===== src/shared/wit_pkg.sv =====
// constants of the watchdog / interval timer: map, fields, resets, timing
// assumes a 25 MHz core clock and a separate low-speed oscillator pin
package wit_pkg;

  // apb register map, byte addresses
  localparam logic [11:0] CTRL_OFFSET   = 12'h000;
  localparam logic [11:0] STATUS_OFFSET = 12'h004;
  localparam logic [11:0] MASK_OFFSET   = 12'h008;

  // watchdog_control_reg fields
  localparam int CLR_LSB  = 4;
  localparam int EN_BIT   = 3;
  localparam int MODE_BIT = 2;
  localparam int INT_LSB  = 0;

  // status / mask fields
  localparam int FLAG_BIT    = 0;
  localparam int RUN_BIT     = 1;
  localparam int PENDING_BIT = 2;

  // values after reset
  localparam logic [3:0] CLR_RESET  = 4'h0;
  localparam logic [1:0] INT_RESET  = 2'h0;
  localparam logic       MODE_RESET = 1'b0;
  localparam logic       EN_RESET   = 1'b0;
  localparam logic       MASK_RESET = 1'b0;

  // mode select values
  localparam logic MODE_WATCHDOG = 1'b0;
  localparam logic MODE_TIMER    = 1'b1;

  // power mode codes on the powerMode input
  localparam logic [2:0] PWR_ACTIVE = 3'h0;
  localparam logic [2:0] PWR_ZERO   = 3'h1;
  localparam logic [2:0] PWR_ONE    = 3'h2;
  localparam logic [2:0] PWR_TWO    = 3'h3;
  localparam logic [2:0] PWR_THREE  = 3'h4;

  // clear key sequence
  localparam logic [3:0] KEY_FIRST  = 4'hA;
  localparam logic [3:0] KEY_SECOND = 4'h5;

  // timeout in oscillator periods per interval code
  localparam logic [15:0] IVL_CODE0 = 16'h8000;
  localparam logic [15:0] IVL_CODE1 = 16'h2000;
  localparam logic [15:0] IVL_CODE2 = 16'h0200;
  localparam logic [15:0] IVL_CODE3 = 16'h0040;

  // timing
  localparam int CORE_CLK_KHZ  = 25000;
  localparam int KEY_WINDOW_NS = 15258;
  localparam int KEY_WINDOW_CYC = (KEY_WINDOW_NS * CORE_CLK_KHZ) / 1000000;
  localparam logic [8:0] KEY_WINDOW = 9'(KEY_WINDOW_CYC);
  localparam logic [2:0] RESET_PULSE_CYC = 3'h4;

endpackage : wit_pkg


===== src/hw/wit_pin_sync.sv =====
// three-flop synchroniser with agreement filter and rising-edge pulse
// assumes the input is asynchronous to clk
`timescale 1ns/1ns
`default_nettype none
module wit_pin_sync (
  // clock and reset
  input  wire logic clk,
  input  wire logic rst_n,
  // pin side
  input  wire logic pinIn,
  // core side
  output var  logic level,
  output var  logic rise
);
  logic stage1_ff;
  logic stage2_ff;
  logic stage3_ff;
  logic level_ff;
  logic rise_ff;

  always_ff @(posedge clk or negedge rst_n) begin
    if (!rst_n) begin
      stage1_ff <= 1'b0;
      stage2_ff <= 1'b0;
      stage3_ff <= 1'b0;
    end else begin
      stage1_ff <= pinIn;
      stage2_ff <= stage1_ff;
      stage3_ff <= stage2_ff;
    end
  end

  // only an agreed level counts, glitches of one cycle are dropped
  always_ff @(posedge clk or negedge rst_n) begin
    if (!rst_n) begin
      level_ff <= 1'b0;
      rise_ff  <= 1'b0;
    end else begin
      if (stage2_ff == stage3_ff) begin
        level_ff <= stage2_ff;
      end
      rise_ff <= (stage2_ff == stage3_ff) && stage2_ff && !level_ff;
    end
  end

  assign level = level_ff;
  assign rise  = rise_ff;
endmodule : wit_pin_sync
`default_nettype wire


===== src/hw/wit_clear_key.sv =====
// two-step clear key detector for watchdog mode
// assumes keyWrite is a one-cycle pulse from the register write path
`timescale 1ns/1ns
`default_nettype none
module wit_clear_key
  import wit_pkg::*;
(
  // clock and reset
  input  wire logic       clk,
  input  wire logic       rst_n,
  // key writes
  input  wire logic       keyWrite,
  input  wire logic [3:0] keyValue,
  // result
  output var  logic       keyClear
);
  typedef enum logic {KEY_IDLE, KEY_ARMED} wit_key_state_t;

  wit_key_state_t state_ff;
  logic [8:0]     window_ff;
  logic           keyClear_ff;

  always_ff @(posedge clk or negedge rst_n) begin
    if (!rst_n) begin
      state_ff    <= KEY_IDLE;
      window_ff   <= '0;
      keyClear_ff <= 1'b0;
    end else begin
      keyClear_ff <= 1'b0;
      unique case (state_ff)
        KEY_IDLE: begin
          if (keyWrite && keyValue == KEY_FIRST) begin
            state_ff  <= KEY_ARMED;
            window_ff <= KEY_WINDOW;
          end
        end
        KEY_ARMED: begin
          // the window running out cancels the sequence, a wrong write too unless it is KEY_FIRST, which re-arms the window
          if (keyWrite) begin
            keyClear_ff <= (keyValue == KEY_SECOND);
            state_ff    <= (keyValue == KEY_FIRST) ? KEY_ARMED : KEY_IDLE;
            window_ff   <= KEY_WINDOW;
          end else if (window_ff == 9'h001) begin
            state_ff <= KEY_IDLE;
          end else begin
            window_ff <= window_ff - 9'h001;
          end
        end
      endcase
    end
  end

  assign keyClear = keyClear_ff;
endmodule : wit_clear_key
`default_nettype wire


===== src/hw/wit_watchdog_timer.sv =====
// watchdog and interval timer with apb register slave
// assumes lsoClk is a free-running low-speed oscillator, async to core_clk
//
// The register offsets and the APB register port were left to the implementer.
`timescale 1ns/1ns
`default_nettype none
module wit_watchdog_timer
  import wit_pkg::*;
(
  // clock and reset
  input  wire logic        core_clk,
  input  wire logic        rst_n,
  // apb slave
  input  wire logic        psel,
  input  wire logic        penable,
  input  wire logic        pwrite,
  input  wire logic [11:0] paddr,
  input  wire logic [31:0] pwdata,
  output var  logic [31:0] prdata,
  output var  logic        pready,
  output var  logic        pslverr,
  // oscillator and power state
  input  wire logic        lsoClk,
  input  wire logic [2:0]  powerMode,
  // chip outputs
  output var  logic        sysReset,
  output var  logic        irq
);
  logic [3:0]  ctrlClr_ff;
  logic        enable_ff;
  logic        modeSel_ff;
  logic [1:0]  intSel_ff;
  logic        irqFlag_ff;
  logic        irqMask_ff;
  logic [14:0] count_ff;
  logic        pending_ff;
  logic [2:0]  resetCnt_ff;
  logic        sysReset_ff;
  logic        irq_ff;
  logic [31:0] prdata_ff;
  logic        pready_ff;
  logic        pslverr_ff;

  logic        lsoTick;
  logic        keyClear;
  logic [1:0]  regSel;
  logic        wrEn;
  logic        ctrlWr;
  logic        statusWr;
  logic        maskWr;
  logic        clrAllowed;
  logic        timerClear;
  logic        keyWrite;
  logic        awake;
  logic        deepSleep;
  logic        lightSleep;
  logic        countRun;
  logic [15:0] interval;
  logic        expire;
  logic        wdLock;
  logic        resetTrig;

  // register select: 0 none, 1 ctrl, 2 status, 3 mask
  function automatic logic [1:0] decodeAddr(input logic [11:0] addr);
    unique case (addr)
      CTRL_OFFSET:   decodeAddr = 2'h1;
      STATUS_OFFSET: decodeAddr = 2'h2;
      MASK_OFFSET:   decodeAddr = 2'h3;
      default:       decodeAddr = 2'h0;
    endcase
  endfunction : decodeAddr

  function automatic logic [15:0] intervalOf(input logic [1:0] code);
    unique case (code)
      2'h0: intervalOf = IVL_CODE0;
      2'h1: intervalOf = IVL_CODE1;
      2'h2: intervalOf = IVL_CODE2;
      2'h3: intervalOf = IVL_CODE3;
    endcase
  endfunction : intervalOf

  wit_pin_sync u_lso_sync (
    .clk   (core_clk),
    .rst_n (rst_n),
    .pinIn (lsoClk),
    .level (),
    .rise  (lsoTick)
  );

  wit_clear_key u_clear_key (
    .clk      (core_clk),
    .rst_n    (rst_n),
    .keyWrite (keyWrite),
    .keyValue (pwdata[CLR_LSB +: 4]),
    .keyClear (keyClear)
  );

  // bus decode, write lands in the access cycle with pready high
  assign regSel     = decodeAddr(paddr);
  assign wrEn       = psel && penable && pwrite && pready_ff;
  assign ctrlWr     = wrEn && (regSel == 2'h1);
  assign statusWr   = wrEn && (regSel == 2'h2);
  assign maskWr     = wrEn && (regSel == 2'h3);
  assign clrAllowed = ctrlWr && enable_ff;
  assign timerClear = clrAllowed && (modeSel_ff == MODE_TIMER)
                      && pwdata[CLR_LSB];
  assign keyWrite   = clrAllowed && (modeSel_ff == MODE_WATCHDOG);
  assign wdLock     = enable_ff && (modeSel_ff == MODE_WATCHDOG);

  assign awake      = (powerMode == PWR_ACTIVE) || (powerMode == PWR_ZERO);
  assign lightSleep = (powerMode == PWR_ONE);
  assign deepSleep  = (powerMode == PWR_TWO) || (powerMode == PWR_THREE);
  assign countRun   = enable_ff && !deepSleep;
  assign interval   = intervalOf(intSel_ff);
  assign expire     = lsoTick && countRun
                      && (({1'b0, count_ff} + 16'h0001) == interval);
  // timer mode is kept out of the reset path entirely
  assign resetTrig  = (modeSel_ff == MODE_WATCHDOG) && awake
                      && ((expire && !keyClear) || pending_ff);

  // control register
  always_ff @(posedge core_clk or negedge rst_n) begin
    if (!rst_n) begin
      ctrlClr_ff <= CLR_RESET;
      enable_ff  <= EN_RESET;
      modeSel_ff <= MODE_RESET;
      intSel_ff  <= INT_RESET;
    end else if (ctrlWr) begin
      intSel_ff <= pwdata[INT_LSB +: 2];
      if (clrAllowed) begin
        ctrlClr_ff <= pwdata[CLR_LSB +: 4];
      end
      if (!wdLock) begin
        enable_ff  <= pwdata[EN_BIT];
        modeSel_ff <= pwdata[MODE_BIT];
      end
    end
  end

  // 15-bit counter, never visible on the bus
  always_ff @(posedge core_clk or negedge rst_n) begin
    if (!rst_n) begin
      count_ff <= 15'h0000;
    end else if (!countRun) begin
      count_ff <= 15'h0000;
    end else if (timerClear || keyClear) begin
      count_ff <= 15'h0000;
    end else if (expire) begin
      count_ff <= 15'h0000;
    end else if (lsoTick) begin
      count_ff <= count_ff + 15'h0001;
    end
  end

  // expiry while in light sleep is held until the core wakes, dropped if deep sleep or a key clear comes first
  always_ff @(posedge core_clk or negedge rst_n) begin
    if (!rst_n) begin
      pending_ff <= 1'b0;
    end else if (deepSleep || keyClear || resetTrig) begin
      pending_ff <= 1'b0;
    end else if (expire && lightSleep && modeSel_ff == MODE_WATCHDOG) begin
      pending_ff <= 1'b1;
    end
  end

  // system reset pulse of RESET_PULSE_CYC cycles
  always_ff @(posedge core_clk or negedge rst_n) begin
    if (!rst_n) begin
      resetCnt_ff <= 3'h0;
      sysReset_ff <= 1'b0;
    end else begin
      if (resetTrig) begin
        resetCnt_ff <= RESET_PULSE_CYC;
      end else if (resetCnt_ff != 3'h0) begin
        resetCnt_ff <= resetCnt_ff - 3'h1;
      end
      sysReset_ff <= resetTrig || (resetCnt_ff > 3'h1);
    end
  end

  // sticky flag, write one to clear, a new expiry wins over the clear
  always_ff @(posedge core_clk or negedge rst_n) begin
    if (!rst_n) begin
      irqFlag_ff <= 1'b0;
    end else if (expire && modeSel_ff == MODE_TIMER) begin
      irqFlag_ff <= 1'b1;
    end else if (statusWr && pwdata[FLAG_BIT]) begin
      irqFlag_ff <= 1'b0;
    end
  end

  always_ff @(posedge core_clk or negedge rst_n) begin
    if (!rst_n) begin
      irqMask_ff <= MASK_RESET;
      irq_ff     <= 1'b0;
    end else begin
      if (maskWr) begin
        irqMask_ff <= pwdata[FLAG_BIT];
      end
      irq_ff <= irqFlag_ff && irqMask_ff;
    end
  end

  // apb answer: one wait-free access cycle, data latched in setup
  always_ff @(posedge core_clk or negedge rst_n) begin
    if (!rst_n) begin
      pready_ff  <= 1'b0;
      pslverr_ff <= 1'b0;
      prdata_ff  <= 32'h0000_0000;
    end else begin
      pready_ff  <= psel && !penable;
      pslverr_ff <= psel && !penable && (regSel == 2'h0);
      if (psel && !penable && !pwrite) begin
        unique case (regSel)
          2'h1: prdata_ff <= {24'h00_0000, ctrlClr_ff, enable_ff,
                              modeSel_ff, intSel_ff};
          2'h2: prdata_ff <= {29'h0000_0000, pending_ff, enable_ff,
                              irqFlag_ff};
          2'h3: prdata_ff <= {31'h0000_0000, irqMask_ff};
          2'h0: prdata_ff <= 32'h0000_0000;
        endcase
      end
    end
  end

  assign prdata   = prdata_ff;
  assign pready   = pready_ff;
  assign pslverr  = pslverr_ff;
  assign sysReset = sysReset_ff;
  assign irq      = irq_ff;

  timerNoReset_a: assert property (
    @(posedge core_clk) disable iff (!rst_n)
    (modeSel_ff == MODE_TIMER && resetCnt_ff == 3'h0) |=> !sysReset_ff)
    else $error("reset raised in timer mode");

  wdLockEn_a: assert property (
    @(posedge core_clk) disable iff (!rst_n)
    (wdLock && ctrlWr && !pwdata[EN_BIT]) |=> enable_ff && !modeSel_ff)
    else $error("enabled watchdog was stopped");

  clrIgnored_a: assert property (
    @(posedge core_clk) disable iff (!rst_n)
    (ctrlWr && !enable_ff) |=> $stable(ctrlClr_ff))
    else $error("clear field taken while disabled");

  deepZero_a: assert property (
    @(posedge core_clk) disable iff (!rst_n)
    deepSleep |=> (count_ff == 15'h0000))
    else $error("counter running in deep sleep");

  flagSet_a: assert property (
    @(posedge core_clk) disable iff (!rst_n)
    (expire && modeSel_ff) |=> irqFlag_ff ##1 (irq_ff == irqMask_ff))
    else $error("timer expiry did not flag");

  wdReset_a: assert property (
    @(posedge core_clk) disable iff (!rst_n)
    (expire && !modeSel_ff && awake && !keyClear)
      |=> sysReset_ff [*4] ##1 !sysReset_ff)
    else $error("watchdog timeout reset pulse wrong");

  sleepHold_a: assert property (
    @(posedge core_clk) disable iff (!rst_n)
    (expire && !modeSel_ff && lightSleep && !keyClear)
      |=> pending_ff && !sysReset_ff)
    else $error("light sleep expiry handled wrong");

  intervalTick_a: assert property (
    @(posedge core_clk) disable iff (!rst_n)
    (intSel_ff == 2'h3 && expire) |-> (count_ff == 15'h003F))
    else $error("short interval count wrong");

  disabledZero_a: assert property (
    @(posedge core_clk) disable iff (!rst_n)
    !enable_ff |=> (count_ff == 15'h0000) && !expire)
    else $error("counter moves while disabled");

endmodule : wit_watchdog_timer
`default_nettype wire


===== config.mk =====
export PLATFORM = sky130hd
export DESIGN_NAME = wit_watchdog_timer
export DESIGN_NICKNAME = d
export VERILOG_FILES = /design/src/shared/wit_pkg.sv /design/src/hw/wit_pin_sync.sv /design/src/hw/wit_clear_key.sv /design/src/hw/wit_watchdog_timer.sv
export SDC_FILE = /design/constraint.sdc
export NUM_CORES = 1
export LEC_CHECK = 0
export ABC_AREA = 1
export BUFFER_PORTS_ARGS = -buffer_cell sky130_fd_sc_hd__buf_2
export CELL_PAD_IN_SITES_DETAIL_PLACEMENT = 0
export CELL_PAD_IN_SITES_GLOBAL_PLACEMENT = 1
export CORE_AREA = 2 2 81 160
export DETAILED_ROUTE_END_ITERATION = 16
export DIE_AREA = 0 0 83 162
export GPL_ROUTABILITY_DRIVEN = 0
export PLACE_DENSITY = 0.68
export SKIP_CTS_REPAIR_TIMING = 1
export SLEW_MARGIN = 20
export SYNTH_ARGS = -nofsm -noshare
export SYNTH_HDL_FRONTEND = slang
export SYNTH_SLANG_ARGS = --single-unit

===== constraint.sdc =====
create_clock -name core_clk -period 2.39 [get_ports core_clk]
set_clock_uncertainty 0.2 [all_clocks]
set_input_delay 0.717 -clock core_clk [delete_from_list [all_inputs] [get_ports core_clk]]
set_output_delay 0.717 -clock core_clk [all_outputs]
set_load 0.005 [all_outputs]

==> results.py <==
metrics = {
    "floorplanning": {
        "start_util": 0.285,
        "die_h_um": 162,
        "top_level_ports": 89,
        "core_region_area_sq_mm": 0.0122,
        "die_w_um": 83,
        "rows": 57,
        "die_area_sq_mm": 0.0134,
    },
    "clock_tree": {
        "cts-buffers-inserted": 9,
        "cts_sinks": 57,
        "insertion_delay_ns": 0.32,
        "htreeDepth": 3,
        "path_clk_slew_ns": 0.05,
        "clockRootBuffer": "clkbuf_16",
        "cts.path.max_buffers": 2,
        "cts_tree": "built",
    },
    "power": {
        "switching_share": 0.238,
        "cellPowerDensity_mw_per_mm2": 616,
        "share_comb_of_total_power": 0.119,
        "leakagePower_nw": 2.21,
        "intPower_mw": 2.09,
        "clkPwrFrac": 0.496,
        "ir_worst_vdd_v": 0.000360,
        "power_frac_seq": 0.384,
        "p_sw_mw": 0.651,
    },
    "worst_setup_path": {
        "arrival_ns": 2.27,
        "required_ns": 2.40,
        "cp-end-kind": "register",
        "crit_buf_inv": 2,
        "crit_type": "register to register",
        "crit_family": "simple AND/OR/NAND/NOR gates",
        "worstPathCellList": "buf_6 > nand2_1 > nor2_4 > buf_4 > nand4_1 > nand3_1 > nand2_2 > nor2_4 > nand4_1 > a21oi_2 > nor2_1",
        "startpoint": "count_ff[1]",
        "cpPeakStageDelay_ns": 0.40,
        "critPathMaxFanout": 7,
        "critPathSlowestCell": "dfrtp_1",
        "reg2reg_from": "count_ff[1]",
        "startpoint_type": "register",
    },
    "status": {
        "status": "finished, final reports clean",
    },
    "synth": {
        "synth-seq-area-share": 0.410,
        "ys.flop_type": "dfrtp_1",
        "synth_edf_count": 0,
        "yosysWarningCount": 0,
        "synthArstFlopShare": 1.00,
        "syn-cell-area_sq_mm": 0.00348,
        "yosysUniqueCellTypes": 41,
        "syn_avg_cell_area_sq_um": 7.54,
        "synthCells": 461,
        "synth-seq-cells": 57,
    },
    "placed_design": {
        "port_buffers": 40,
        "placed_cells": 671,
        "dpl.hpwl_um": 6920,
    },
    "sta": {
        "min_period_ns": 2.26,
        "hold_viol": 0,
        "finalCritPeriodShare": 0.947,
        "drv_slew": 0,
        "fmaxAchievable_ghz": 0.442,
        "setup_viol": 0,
        "setup_tns_ns": 0,
    },
    "grt": {
        "grt_max_degree": 58,
        "track_usage": 0.138,
        "grt-ovfl-total": 0,
        "grt.busiest_layer": "met2",
        "grtUsageMet3": 0.0254,
        "use_met2": 0.260,
        "grtUsageMet1": 0.137,
        "grt_pass1_wl_um": 14800,
        "grt_antenna_before_repair": 0,
        "first_global_vias": 3147,
    },
    "layout": {
        "final_common_cell": "nand2_1",
        "multiInputGateArea_sq_mm": 0.00178,
        "final_nets": 602,
        "final_cells": 692,
        "regArea_sq_mm": 0.00143,
        "final_cell_mix": "nand2_1, inv_1, dfrtp_1, buf_2, nor2_1",
        "num_antenna_cells": 0,
        "area_growth_pct": 27.8,
        "fill_cells": 1272,
        "drive_above_1_share": 0.233,
    },
    "routing": {
        "vias": 3186,
        "drc": 0,
        "avgViaCountPerCell": 4.60,
        "drtPass1Iterations": 4,
        "drt_iter0_drc": 98,
        "route.antenna.remaining_nets": 0,
        "wl_um": 8970,
        "wl_per_cell_um": 13.0,
    },
    "hold_path": {
        "hold_class": "register to register",
        "hold_start": "u_lso_sync.stage1_ff",
    },
    "run": {
        "drv_cap": 0,
    },
}
[path summary, 6_finish.rpt]
path | end | cells after the start | slack (ns)
worst max-delay path | resetCnt_ff[1] | 11 | 0.13
worst min-delay path | u_lso_sync.stage2_ff | 0 | 0.15
worst max register to register | resetCnt_ff[1] | 11 | 0.13
worst min register to register | u_lso_sync.stage2_ff | 0 | 0.15
max in group asynchronous | count_ff[2] | 2 | 1.52
min in group asynchronous | u_clear_key.window_ff[0] | 2 | 0.19
[worst register-to-register path: stages (launching register included)]
cell and delay, ns:
dfrtp_1 0.40, buf_6 0.13, nand2_1 0.07, nor2_4 0.22, buf_4 0.16, nand4_1 0.12, nand3_1 0.11, nand2_2 0.10
nor2_4 0.14, nand4_1 0.16, a21oi_2 0.26, nor2_1 0.08
[cells in the mapped netlist (all sizes together) (2+ instances only)]
cell type  number  share of area
or2             2         0.0036
dfrtp          57           0.41
xnor2           2         0.0050
nand3b          3         0.0065
clkbuf          2         0.0050
inv            64          0.070
nand3          38          0.059
mux2            3         0.0097
o21ai          22          0.032
buf            26          0.058
o31ai           5          0.011
a21oi           4         0.0068
nand4          18          0.032
nor3            4         0.0072
nor4            2         0.0036
ha              8          0.029
nand2         135           0.15
xor2            5          0.013
nor2           50          0.065
[layer usage]
layer  vias to the layer above  share of wire
li1                       1597              -
met1                      1486           0.37
met2                        82           0.56
met3                        21          0.031
met4                         0          0.036
met5                         -              0
[flip-flops by register name (all words and copies together), names as in the netlist, 2 cells and up]
| name | flops |
|---|---|
| count_ff | 15 |
| u_clear_key.window_ff | 9 |
| prdata | 8 |
| ctrlClr_ff | 4 |
| resetCnt_ff | 3 |
| intSel_ff | 2 |
[cells by family (layout without fill, tap and decap cells)]
| group | after synthesis | in the layout | share of synthesized area |
|---|---|---|---|
| xor gates and xnor gates | 7 | 7 | 0.0176 |
| buffers and inverters | 92 | 153 | 0.133 |
| AOI/OAI and AO/OA | 40 | 40 | 0.0734 |
| DFF | 57 | 57 | 0.410 |
| other | 1 | 24 | 0.00108 |
| and+or+nand+nor | 253 | 253 | 0.326 |
| muxes | 3 | 3 | 0.00972 |
| adders and majority gates | 8 | 8 | 0.0288 |
[per-stage QoR]
step	power [mW]	setup slack (ns)	cell area (sq um)	util	hold slack (ns)
floorplan	1.29	0.0903	3560	-	0.131
global placement	1.38	-0.0599	3980	0.326	0.144
detailed placement	1.39	-0.0888	3980	0.326	0.145
CTS	2.77	0.0370	4290	0.351	0.152
global route	2.88	-0.0183	4440	0.364	0.165
finish	2.74	0.127	4440	0.364	0.149
[final cells by class]
cell class / count / share of cell area
Clock inverter: 3 / 0.0146
Multi-Input combinational cell: 335 / 0.400
Clock buffer: 12 / 0.0555
Inverter: 64 / 0.0546
Timing Repair Buffer: 74 / 0.112
Tap cell: 147 / 0.0414
Sequential cell: 57 / 0.322
[power by group through the flow]
stage                     clock network (mW)  logic [mW]  registers [mW]
final                                   1.36       0.327            1.05
after global routing                    1.44       0.381            1.06
after global placement                     0       0.316            1.06
after CTS                               1.38       0.332            1.05
after detailed placement                   0       0.328            1.07
after floorplan                            0       0.224            1.07
No activity file was read; power rests on OpenSTA's default activity.
